### src/exc_unit_pkg.sv
// shared constants and carriers for the fp and watch exception unit
package exc_unit_pkg;

  localparam int ADDR_W = 8;
  localparam int DATA_W = 32;
  localparam int PA_W   = 40;
  localparam int PC_W   = 64;

  // register offsets of the block's own map
  localparam logic [ADDR_W-1:0] OFF_MATCH_LO = 8'h00;
  localparam logic [ADDR_W-1:0] OFF_MATCH_HI = 8'h04;
  localparam logic [ADDR_W-1:0] OFF_FCSR     = 8'h08;
  localparam logic [ADDR_W-1:0] OFF_STATUS   = 8'h0c;
  localparam logic [ADDR_W-1:0] OFF_CAUSE    = 8'h10;
  localparam logic [ADDR_W-1:0] OFF_EPC_LO   = 8'h14;
  localparam logic [ADDR_W-1:0] OFF_EPC_HI   = 8'h18;
  localparam logic [ADDR_W-1:0] OFF_IRQ_STAT = 8'h1c;
  localparam logic [ADDR_W-1:0] OFF_IRQ_MASK = 8'h20;

  // match address low: [31:3] pa[31:3], [1] load enable, [0] store enable
  localparam int LO_LOAD_BIT  = 1;
  localparam int LO_STORE_BIT = 0;
  localparam int LO_ADDR_LSB  = 3;
  localparam int HI_ADDR_W    = PA_W - DATA_W;

  // fcsr: cause field [17:12], enable/flag bits kept as plain storage
  localparam int FCSR_CAUSE_LSB = 12;
  localparam int FCSR_CAUSE_W   = 6;

  // status: [2] error level, [1] exception level
  localparam int ST_ERL_BIT = 2;
  localparam int ST_EXL_BIT = 1;

  // cause register: code field [6:2]
  localparam int CAUSE_CODE_LSB = 2;
  localparam int CODE_W         = 5;
  localparam logic [CODE_W-1:0] FLOAT_FAULT_CODE = 5'h0f;
  localparam logic [CODE_W-1:0] WATCH_CODE       = 5'h17;

  // irq event bits
  localparam int IRQ_FP_BIT    = 0;
  localparam int IRQ_WATCH_BIT = 1;
  localparam int IRQ_W         = 2;

  localparam logic [PC_W-1:0] GENERAL_VECTOR = 64'hffff_ffff_8000_0180;

  typedef struct packed {
    logic [ADDR_W-1:0] addr;
    logic [DATA_W-1:0] wdata;
    logic              wr;
    logic              rd;
  } reg_req_s;

  typedef struct packed {
    logic            valid;
    logic            isLoad;
    logic            isStore;
    logic            isCacheOp;
    logic            cacheable;
    logic            dcacheHit;
    logic [PA_W-1:0] pa;
    logic [PC_W-1:0] pc;
    logic [PC_W-1:0] nextPc;
  } mem_access_s;

  typedef struct packed {
    logic            redirect;
    logic [PC_W-1:0] target;
    logic            killAccess;
    logic            refillOnly;
  } redirect_s;

endpackage

### src/fp_and_watch_exception_logic.sv
// floating-point and watch exception unit with register port
//
// Overview of operation
// - fp exception only on fpu request, unmaskable
// - both exceptions vector generally and record cause
// - fcsr holds readable fp exception cause
// - clearing all fcsr cause bits ends fp request
// - watch fires on access matching watch address
// - low register selects load and store qualify
// - cacheable missed watch access still refills
// - otherwise watch access leaves caches untouched
// - cache maintenance ops never trigger watch
// - exl or erl defers watch until clear
// - deferred watch epc is next unexecuted instruction
// - reset or low register write discards pending
//
// Added by the designer: the plain strobed port and the placing of the registers.
`timescale 1ns/1ps
`default_nettype none

module fp_and_watch_exception_logic
(
  input  wire logic                           mclk,
  input  wire logic                           reset_n,
  input  wire exc_unit_pkg::reg_req_s         regReq,
  output logic [exc_unit_pkg::DATA_W-1:0]     regRdata,
  input  wire logic                           fpuRaise,
  input  wire logic [exc_unit_pkg::FCSR_CAUSE_W-1:0] fpuCause,
  input  wire exc_unit_pkg::mem_access_s      memAccess,
  input  wire logic                           pipeIdle,
  input  wire logic [exc_unit_pkg::PC_W-1:0]  pipeNextPc,
  output exc_unit_pkg::redirect_s             redirect,
  output logic                                watchPending,
  output logic                                fpRequest,
  output logic                                irq
);

  typedef struct packed {
    logic [exc_unit_pkg::DATA_W-1:0]    matchLo;
    logic [exc_unit_pkg::HI_ADDR_W-1:0] matchHi;
    logic [exc_unit_pkg::DATA_W-1:0]    fcsr;
    logic                               exlBit;
    logic                               erlBit;
    logic [exc_unit_pkg::CODE_W-1:0]    code;
    logic [exc_unit_pkg::PC_W-1:0]      exception_return_pc;
    logic                               pend;
    logic [exc_unit_pkg::IRQ_W-1:0]     irqStat;
    logic [exc_unit_pkg::IRQ_W-1:0]     irqMask;
    exc_unit_pkg::redirect_s            redir;
    logic [exc_unit_pkg::DATA_W-1:0]    rdata;
  } state_s;

  state_s s_q;
  state_s s_d;
  logic   rstSync1_q;
  logic   rstSync2_q;

  // release is synchronised; assertion stays asynchronous
  always_ff @(posedge mclk or negedge reset_n)
  begin
    if (!reset_n)
    begin
      rstSync1_q <= 1'b0;
      rstSync2_q <= 1'b0;
    end
    else
    begin
      rstSync1_q <= 1'b1;
      rstSync2_q <= rstSync1_q;
    end
  end

  function automatic logic regHit(input exc_unit_pkg::reg_req_s r,
                                  input logic [exc_unit_pkg::ADDR_W-1:0] off);
    regHit = r.addr == off;
  endfunction

  function automatic logic watchMatch(
    input exc_unit_pkg::mem_access_s a,
    input logic [exc_unit_pkg::DATA_W-1:0] lo,
    input logic [exc_unit_pkg::HI_ADDR_W-1:0] hi);
    logic qual;
    qual = (a.isLoad && lo[exc_unit_pkg::LO_LOAD_BIT])
        || (a.isStore && lo[exc_unit_pkg::LO_STORE_BIT]);
    watchMatch = a.valid && qual && !a.isCacheOp
      && a.pa[exc_unit_pkg::PA_W-1:exc_unit_pkg::DATA_W] == hi
      && a.pa[exc_unit_pkg::DATA_W-1:exc_unit_pkg::LO_ADDR_LSB]
         == lo[exc_unit_pkg::DATA_W-1:exc_unit_pkg::LO_ADDR_LSB];
  endfunction

  logic fpCauseLive;
  logic matchNow;
  logic blocked;

  always_comb
  begin
    s_d = s_q;
    s_d.redir = '0;
    s_d.rdata = '0;
    fpCauseLive = |s_q.fcsr[exc_unit_pkg::FCSR_CAUSE_LSB +:
                            exc_unit_pkg::FCSR_CAUSE_W];
    matchNow = watchMatch(memAccess, s_q.matchLo, s_q.matchHi);
    blocked = s_q.exlBit || s_q.erlBit;

    // fpu reports its cause into the fcsr; set wins over software clear
    if (regReq.wr && regHit(regReq, exc_unit_pkg::OFF_FCSR))
      s_d.fcsr = regReq.wdata;
    if (fpuRaise)
      s_d.fcsr[exc_unit_pkg::FCSR_CAUSE_LSB +: exc_unit_pkg::FCSR_CAUSE_W]
        = s_d.fcsr[exc_unit_pkg::FCSR_CAUSE_LSB +:
                   exc_unit_pkg::FCSR_CAUSE_W] | fpuCause;

    if (regReq.wr && regHit(regReq, exc_unit_pkg::OFF_MATCH_HI))
      s_d.matchHi = regReq.wdata[exc_unit_pkg::HI_ADDR_W-1:0];
    if (regReq.wr && regHit(regReq, exc_unit_pkg::OFF_STATUS))
    begin
      s_d.exlBit = regReq.wdata[exc_unit_pkg::ST_EXL_BIT];
      s_d.erlBit = regReq.wdata[exc_unit_pkg::ST_ERL_BIT];
    end
    if (regReq.wr && regHit(regReq, exc_unit_pkg::OFF_IRQ_MASK))
      s_d.irqMask = regReq.wdata[exc_unit_pkg::IRQ_W-1:0];
    if (regReq.wr && regHit(regReq, exc_unit_pkg::OFF_IRQ_STAT))
      s_d.irqStat = s_q.irqStat & ~regReq.wdata[exc_unit_pkg::IRQ_W-1:0];

    // a watch match under exl/erl lets the access finish and waits
    if (matchNow && blocked)
      s_d.pend = 1'b1;

    if (matchNow && !blocked)
    begin
      s_d.redir.redirect = 1'b1;
      s_d.redir.target = exc_unit_pkg::GENERAL_VECTOR;
      // a missed cacheable line still refills; nothing else touches cache
      s_d.redir.refillOnly = memAccess.cacheable
                           && !memAccess.dcacheHit;
      s_d.redir.killAccess = !s_d.redir.refillOnly;
      s_d.code = exc_unit_pkg::WATCH_CODE;
      s_d.exception_return_pc = memAccess.pc;
      s_d.exlBit = 1'b1;
      s_d.irqStat[exc_unit_pkg::IRQ_WATCH_BIT] = 1'b1;
    end
    else if (s_q.pend && !blocked && pipeIdle)
    begin
      // epc points past the access that already completed
      s_d.redir.redirect = 1'b1;
      s_d.redir.target = exc_unit_pkg::GENERAL_VECTOR;
      s_d.code = exc_unit_pkg::WATCH_CODE;
      s_d.exception_return_pc = pipeNextPc;
      s_d.exlBit = 1'b1;
      s_d.pend = 1'b0;
      s_d.irqStat[exc_unit_pkg::IRQ_WATCH_BIT] = 1'b1;
    end
    else if (fpCauseLive && !s_q.exlBit && !s_q.erlBit && pipeIdle)
    begin
      // no mask bit is consulted here: only exl/erl serialise entry
      s_d.redir.redirect = 1'b1;
      s_d.redir.target = exc_unit_pkg::GENERAL_VECTOR;
      s_d.code = exc_unit_pkg::FLOAT_FAULT_CODE;
      s_d.exception_return_pc = pipeNextPc;
      s_d.exlBit = 1'b1;
      s_d.irqStat[exc_unit_pkg::IRQ_FP_BIT] = 1'b1;
    end

    // writing the low match register drops any deferred watch
    if (regReq.wr && regHit(regReq, exc_unit_pkg::OFF_MATCH_LO))
    begin
      s_d.matchLo = regReq.wdata;
      s_d.pend = 1'b0;
    end

    if (regReq.rd)
    begin
      unique case (regReq.addr)
        exc_unit_pkg::OFF_MATCH_LO: s_d.rdata = s_q.matchLo;
        exc_unit_pkg::OFF_MATCH_HI:
          s_d.rdata = {{(exc_unit_pkg::DATA_W-exc_unit_pkg::HI_ADDR_W){1'b0}},
                       s_q.matchHi};
        exc_unit_pkg::OFF_FCSR:     s_d.rdata = s_q.fcsr;
        exc_unit_pkg::OFF_STATUS:
        begin
          s_d.rdata[exc_unit_pkg::ST_EXL_BIT] = s_q.exlBit;
          s_d.rdata[exc_unit_pkg::ST_ERL_BIT] = s_q.erlBit;
        end
        exc_unit_pkg::OFF_CAUSE:
          s_d.rdata[exc_unit_pkg::CAUSE_CODE_LSB +: exc_unit_pkg::CODE_W]
            = s_q.code;
        exc_unit_pkg::OFF_EPC_LO:
          s_d.rdata = s_q.exception_return_pc[exc_unit_pkg::DATA_W-1:0];
        exc_unit_pkg::OFF_EPC_HI:
          s_d.rdata = s_q.exception_return_pc[exc_unit_pkg::PC_W-1:exc_unit_pkg::DATA_W];
        exc_unit_pkg::OFF_IRQ_STAT:
          s_d.rdata[exc_unit_pkg::IRQ_W-1:0] = s_q.irqStat;
        exc_unit_pkg::OFF_IRQ_MASK:
          s_d.rdata[exc_unit_pkg::IRQ_W-1:0] = s_q.irqMask;
        default:                    s_d.rdata = '0;
      endcase
    end
  end

  always_ff @(posedge mclk or negedge rstSync2_q)
  begin
    if (!rstSync2_q)
      s_q <= '0;
    else
      s_q <= s_d;
  end

  assign regRdata     = s_q.rdata;
  assign redirect     = s_q.redir;
  assign watchPending = s_q.pend;
  // request drops as soon as the fcsr cause field reads zero
  assign fpRequest    = |s_q.fcsr[exc_unit_pkg::FCSR_CAUSE_LSB +:
                                  exc_unit_pkg::FCSR_CAUSE_W];
  assign irq          = |(s_q.irqStat & s_q.irqMask);

  property p_fp_unmaskable;
    @(posedge mclk) disable iff (!rstSync2_q)
    fpRequest && !s_q.exlBit && !s_q.erlBit && pipeIdle
      && !matchNow && !s_q.pend
    |=> redirect.redirect
        && s_q.code == exc_unit_pkg::FLOAT_FAULT_CODE;
  endproperty
  a_fp_unmaskable: assert property (p_fp_unmaskable)
    else $error("fp request not taken");

  property p_vector;
    @(posedge mclk) disable iff (!rstSync2_q)
    redirect.redirect |-> redirect.target == exc_unit_pkg::GENERAL_VECTOR
      && s_q.exlBit;
  endproperty
  a_vector: assert property (p_vector)
    else $error("wrong exception vector");

  property p_fcsr_capture;
    @(posedge mclk) disable iff (!rstSync2_q)
    fpuRaise && fpuCause != '0 |=> fpRequest;
  endproperty
  a_fcsr_capture: assert property (p_fcsr_capture)
    else $error("fp cause not recorded");

  property p_fp_clear;
    @(posedge mclk) disable iff (!rstSync2_q)
    !fpRequest && !fpuRaise
      && !(regReq.wr && regReq.addr == exc_unit_pkg::OFF_FCSR)
    |=> !fpRequest;
  endproperty
  a_fp_clear: assert property (p_fp_clear)
    else $error("fp request without cause");

  property p_watch_take;
    @(posedge mclk) disable iff (!rstSync2_q)
    matchNow && !blocked |=> redirect.redirect
      && s_q.code == exc_unit_pkg::WATCH_CODE
      && s_q.exception_return_pc == $past(memAccess.pc);
  endproperty
  a_watch_take: assert property (p_watch_take)
    else $error("watch match not taken");

  property p_no_qual;
    @(posedge mclk) disable iff (!rstSync2_q)
    !s_q.matchLo[exc_unit_pkg::LO_LOAD_BIT]
      && !s_q.matchLo[exc_unit_pkg::LO_STORE_BIT] |-> !matchNow;
  endproperty
  a_no_qual: assert property (p_no_qual)
    else $error("match with qualifiers clear");

  property p_cacheop;
    @(posedge mclk) disable iff (!rstSync2_q)
    memAccess.isCacheOp |-> !matchNow;
  endproperty
  a_cacheop: assert property (p_cacheop)
    else $error("cache op matched watch");

  property p_refill;
    @(posedge mclk) disable iff (!rstSync2_q)
    matchNow && !blocked && memAccess.cacheable && !memAccess.dcacheHit
    |=> redirect.refillOnly && !redirect.killAccess;
  endproperty
  a_refill: assert property (p_refill)
    else $error("missed refill on watch");

  property p_defer;
    @(posedge mclk) disable iff (!rstSync2_q)
    matchNow && blocked && !(regReq.wr
      && regReq.addr == exc_unit_pkg::OFF_MATCH_LO)
    |=> watchPending && !redirect.redirect;
  endproperty
  a_defer: assert property (p_defer)
    else $error("watch not deferred");

  property p_discard;
    @(posedge mclk) disable iff (!rstSync2_q)
    regReq.wr && regReq.addr == exc_unit_pkg::OFF_MATCH_LO |=> !watchPending;
  endproperty
  a_discard: assert property (p_discard)
    else $error("pending watch survived write");

  property p_fp_sw_clear;
    @(posedge mclk) disable iff (!rstSync2_q)
    regReq.wr && regReq.addr == exc_unit_pkg::OFF_FCSR && !fpuRaise
      && regReq.wdata[exc_unit_pkg::FCSR_CAUSE_LSB +:
                      exc_unit_pkg::FCSR_CAUSE_W] == '0
    |=> !fpRequest;
  endproperty
  a_fp_sw_clear: assert property (p_fp_sw_clear)
    else $error("fp request outlived software clear");

  // no refill means the access must be squashed outright
  property p_keep_cache;
    @(posedge mclk) disable iff (!rstSync2_q)
    matchNow && !blocked
      && !(memAccess.cacheable && !memAccess.dcacheHit)
    |=> redirect.killAccess && !redirect.refillOnly;
  endproperty
  a_keep_cache: assert property (p_keep_cache)
    else $error("watch access touched cache");

  property p_qualify;
    @(posedge mclk) disable iff (!rstSync2_q)
    memAccess.isStore && !memAccess.isLoad
      && !s_q.matchLo[exc_unit_pkg::LO_STORE_BIT] |-> !matchNow;
  endproperty
  a_qualify: assert property (p_qualify)
    else $error("store matched with store qualifier clear");

  property p_deferred_epc;
    @(posedge mclk) disable iff (!rstSync2_q)
    s_q.pend && !blocked && pipeIdle && !matchNow
    |=> redirect.redirect && !watchPending
      && s_q.exception_return_pc == $past(pipeNextPc);
  endproperty
  a_deferred_epc: assert property (p_deferred_epc)
    else $error("deferred watch epc wrong");

  property p_pend_hold;
    @(posedge mclk) disable iff (!rstSync2_q)
    watchPending && blocked
      && !(regReq.wr && regReq.addr == exc_unit_pkg::OFF_MATCH_LO)
    |=> watchPending;
  endproperty
  a_pend_hold: assert property (p_pend_hold)
    else $error("deferred watch lost while blocked");

  c_fp: cover property (@(posedge mclk) disable iff (!rstSync2_q)
    redirect.redirect && s_q.code == exc_unit_pkg::FLOAT_FAULT_CODE);
  c_deferred: cover property (@(posedge mclk) disable iff (!rstSync2_q)
    watchPending ##[1:20] !watchPending && redirect.redirect);
  c_refill: cover property (@(posedge mclk) disable iff (!rstSync2_q)
    redirect.refillOnly);
  c_watch_now: cover property (@(posedge mclk) disable iff (!rstSync2_q)
    matchNow && !blocked);

endmodule

`default_nettype wire

### config.mk
export PLATFORM = sky130hd
export DESIGN_NAME = fp_and_watch_exception_logic
export DESIGN_NICKNAME = d
export VERILOG_FILES = /design/src/exc_unit_pkg.sv /design/src/fp_and_watch_exception_logic.sv
export SDC_FILE = /design/constraint.sdc
export NUM_CORES = 1
export LEC_CHECK = 0
export BUFFER_PORTS_ARGS = -buffer_cell sky130_fd_sc_hd__buf_2
export CORE_AREA = 2 2 151 153
export CTS_CLUSTER_SIZE = 30
export DETAILED_ROUTE_END_ITERATION = 10
export DIE_AREA = 0 0 153 155
export PLACE_DENSITY = 0.74
export SLEW_MARGIN = 20
export SYNTH_ARGS = -nofsm -noshare
export SYNTH_HDL_FRONTEND = slang
export SYNTH_SLANG_ARGS = --single-unit
### constraint.sdc
create_clock -name mclk -period 11.05 [get_ports mclk]
set_input_delay 2.21 -clock mclk [delete_from_list [all_inputs] [get_ports mclk]]
set_output_delay 2.21 -clock mclk [all_outputs]
set_load 0.05 [all_outputs]
# == Yosys cells after proc, flatten, opt, wreduce, memory -nomap -nowiden ==
# Cells that the tools add are included.
# word_totals
regBits,249
word_cells,95
# op_classes
n_eq_ne,10
muxes,28
bitwise,4
n_reduce_logical,34
# op_table
op,count
2-to-1 mux 69 bit,3
2-to-1 mux 65 bit,3
case mux 25 bit (5 select lines),1
"equality test 8 x 5 -> 1 bit, second input constant",4
2-to-1 mux 32 bit,1
equality test 29 bit,1
case mux 4 bit (6 select lines),1
logical AND 1 bit,20
2-to-1 mux 18 bit,1
"equality test 8 x 4 -> 1 bit, second input constant",2
case mux 1 bit (7 select lines),2
2-to-1 mux 1 bit,10
"equality test 8 x 3 -> 1 bit, second input constant",1
"equality test 8 x 6 -> 1 bit, second input constant",1
equality test 8 bit,1
logical NOT 8 bit,1
2-to-1 mux 2 bit,4
case mux 1 bit (8 select lines),1
logical NOT 1 bit,6
2-to-1 mux 6 bit,1
OR 6 bit,1
nonzero test 3 bit,2
OR reduction 6 bit,1
AND 2 bit,2
other kinds (4),5

# == Depth between registers and ports, before layout ==
# logic_depth
word_depth,11
depth_mapped,8

# == Least setup slack after synthesis ==
# Ideal clock, no wire load.
# synth_path
path_type,input port to flip-flop
from,input memAccess[137] in the netlist's numbering
to,register s_q[104] in the netlist's numbering
setup_time_ns,0.125
arrival_ns,3.996
required_ns,10.925
setup_slack_ns,6.929
path_stages,7
n_path_buf,1
cell_sequence,xnor2_1 -> o221ai_1 -> or4_4 -> nor4_4 -> nand2_4 -> buf_6 -> mux2_4
# synth_via
elab_chain_cells,4
word_cells_on_any_way,5
cone_classes,1 x eq/ne; 1 x mux; 3 x reduce/logical
# synth_rtl
element,line,source
from (decl),fp_and_watch_exception_logic.sv:29,"input wire exc_unit_pkg::mem_access_s memAccess,"
equality test 29 bit *,fp_and_watch_exception_logic.sv:88,== lo[exc_unit_pkg::DATA_W-1:exc_unit_pkg::LO_ADDR_LSB];
logical AND 1 bit *,fp_and_watch_exception_logic.sv:87,&& a.pa[exc_unit_pkg::DATA_W-1:exc_unit_pkg::LO_ADDR_LSB]
logical AND 1 bit *,fp_and_watch_exception_logic.sv:129,if (matchNow && !blocked)
nonzero test 3 bit (no line) / 2-to-1 mux 69 bit (equally long branches),-,
to (signal assigned),fp_and_watch_exception_logic.sv:203,s_q <= '0;
to (signal assigned),fp_and_watch_exception_logic.sv:205,s_q <= s_d;
to (decl),fp_and_watch_exception_logic.sv:53,state_s s_q;
# Every way passes the cells marked *; elsewhere a longest branch is shown, timed or not.
# A chain may end at the register's enable or synchronous reset.

# == Worst setup path in the final report ==
# layout_path
from,input memAccess[137] in the netlist's numbering
to,register s_q[106] in the netlist's numbering
# Same word-level chain as after synthesis.

==> results_dict.tcl <==
set metrics [dict create \
    dp_hpwl_mm 19.91 \
    maxSlewViolCount 0 \
    timing.rr.start "s_q[224]" \
    critPathRequiredTime_ns 11.36 \
    ys.flop_type "dfrtp_1" \
    synth.largest_area_cell "dfrtp_1" \
    setup_viol 0 \
    flow.area_growth_from_synthesis_pct 17.41 \
    synth.area.mux_share_pct 23.27 \
    synth_area_leaders "dfrtp_1 47%, mux2_2 12%, mux2_4 9.9%, buf_4 7.6%, nand2_1 5.1%" \
    slowest_delay_ns 0.60 \
    avgViaCountPerCell 5.265 \
    synth_compound_gate_area_share_pct 7.414 \
    drc 0 \
    synth_edf_count 0 \
    portBuffers 295 \
    synth_fa_ha_area_share_pct 0 \
    cts.clk_slew.worst_paths_ns 0.08 \
    grt_start_max_net_pins 68 \
    wirelength_mm 26.85 \
    design.die.area_um2 23720 \
    postCtsSetupRepairBufs 0 \
    ys_ff_latch 183 \
    tns_ns 0 \
    power_density_nw_per_um2 171.8 \
    grt_pass1_vias 7315 \
    crit_family "simple AND/OR/NAND/NOR gates" \
    rows 55 \
    status "completed" \
    detail_route.wl_per_cell_um 19.73 \
    cts-root-buf "clkbuf_16" \
    finalHoldViolations 0 \
    antenna_found_initial 3 \
    startpoint "memAccess[137]" \
    start_util_pct 43.88 \
    crit_buf_inv 2 \
    cp-end-kind "flip-flop" \
    grt-ovfl-total 0 \
    tightest_slew_ns 1.080 \
    first_iter_violations 477 \
    synth_simple_gate_area_share_pct 9.274 \
    track_usage_pct 22.73 \
    cts_tree "built" \
    yosysWarningCount 0 \
    path_class "in2reg" \
    timing.fmax_mhz 201.3 \
    design.core.area_um2 22230 \
    clock_sinks 183 \
    period_minus_slack_ns 4.967 \
    cp.arrival_ns 5.27 \
    ys_types 50 \
    holdBufCountCts 0 \
    leakage_nw 5.935 \
    slew_headroom_pct 27.75 \
    drive_above_1_share_pct 48.79 \
    clockBufferDepth 2 \
    peakVddDrop_v 0.0001232 \
    synth_top_area_share_pct 46.95 \
    cp_slowest_cell "or4_4" \
    numCtsBuffers 17 \
    nets 1351 \
    netlist_area_um2 9754 \
    synth_xor_area_share_pct 2.783 \
    finalPower_mw 1.967 \
    synth_top_family_by_area "multiplexers" \
    period_share_pct 44.95 \
    ys_seq_area_share_pct 46.95 \
    drtPass1Iterations 7 \
    pin_count 392 \
    gp_congestion 0.7978 \
    antenna_left 0 \
    htree_levels 4 \
    final_common_cell "buf_2" \
    die_height_um 155 \
    crit_chain "buf_2 -> xnor2_1 -> o221ai_1 -> or4_4 -> nor4_4 -> nand2_4 -> buf_4 -> mux2_4" \
    syn_inst 849 \
    most-common-layout-cells "295 x buf_2, 182 x dfrtp_1, 132 x nand2_1, 108 x mux2_2, 64 x mux2_4" \
    finClkSkew_ns 0.01601 \
    crit_fanout 36 \
    cp-start-kind "input port" \
    grt_pass1_wl_mm 41.34 \
    clock_latency_ns 0.43 \
    rsz0062_at_grt "no" \
    cts_resized 0 \
    hp-class "reg2reg" \
    maxCapViolCount 0 \
    async_reset_ff_share_pct 100.0 \
    synth_area_per_cell_um2 11.49 \
    hold_path.startpoint "rstSync1_q" \
    vias 7166 \
    die_w_um 153 \
]
-- final timing paths --
check	endpoint	slack, ns	cells after the start
min reg2reg	rstSync2_q	0.36	0
min in group asynchronous	s_q[155]	0.37	0
max reg2reg	s_q[106]	7.55	7
min	rstSync2_q	0.36	0
max	s_q[106]	6.08	8
max in group asynchronous	s_q[113]	9.35	1
-- through the flow --
stage / utilization, % / instances / worst slack (ns) / hold WS (ns) / cell area, um2
2_1_floorplan: - / 877 / 5.573 / 0.3312 / 9859
3_3_place_gp: 48.83 / 1326 / 5.525 / 0.3352 / 10850
3_5_place_dp: 48.85 / 1326 / 5.516 / 0.3450 / 10860
4_1_cts: 51.38 / 1358 / 5.952 / 0.3630 / 11420
5_1_grt: 51.51 / 1360 / 5.917 / 0.3651 / 11450
6_report: 51.52 / 1361 / 6.083 / 0.3581 / 11450
-- state kept, by name, indices dropped and copies added (netlist names) --
name          cells
s_q             145
redirect          3
rstSync1_q        1
rstSync2_q        1
regRdata         32
watchPending      1
-- power breakdown --
group | total [mW] | switching [mW] | internal [mW]
logic | 0.479 | 0.183 | 0.296
clock network | 0.587 | 0.289 | 0.298
registers | 0.901 | 0.0977 | 0.804
total | 1.97 | 0.569 | 1.40
-- synth_stat cells (2+ instances only) --
library cell / n
a21oi_1: 35
or3_1: 2
xor2_1: 26
xnor2_1: 5
buf_4: 99
nand2b_1: 2
conb_1: 2
nor2_1: 11
a222oi_1: 24
nor3b_1: 3
buf_2: 6
a21boi_0: 4
a22oi_1: 15
a22o_1: 2
nand3_1: 14
mux2i_1: 7
nand4_1: 4
o22ai_1: 3
clkbuf_1: 29
mux2_2: 108
nand2_1: 133
buf_6: 7
o21ai_1: 2
nor4_1: 7
dfrtp_1: 183
o21ai_0: 5
nor2b_1: 2
nor3_1: 13
mux2_4: 64
a221oi_1: 4
inv_1: 9
-- logic make-up (layout without fill, tap and decap cells) --
family / count (synthesis) / in the layout
other: 2 / 32
AO/OA/AOI/OAI: 101 / 101
XOR/XNOR: 31 / 31
flip-flops: 183 / 183
AND/OR/NAND/NOR: 201 / 201
multiplexers: 180 / 180
buffers and inverters: 151 / 348
-- layer usage --
| metal | vias up | GRT usage, % | wire [um] |
|---|---|---|---|
| li1 | 3289 | - | - |
| met1 | 3476 | 28.03 | 10830 |
| met2 | 343 | 38.69 | 13280 |
| met3 | 56 | 5.738 | 1869 |
| met4 | 2 | 8.554 | 852 |
| met5 | - | 0 | 13 |
-- layout make-up --
class	instances	area, um2
Clock buffer	18	429.2
Inverter	9	33.78
Antenna cell	2	5.005
Sequential cell	183	4583
Multi-Input combinational cell	543	4327
Clock inverter	14	131.4
Timing Repair Buffer	307	1587
Tap cell	285	356.6
Fill cell	2003	10780
Power figures use the tool's default switching activity.
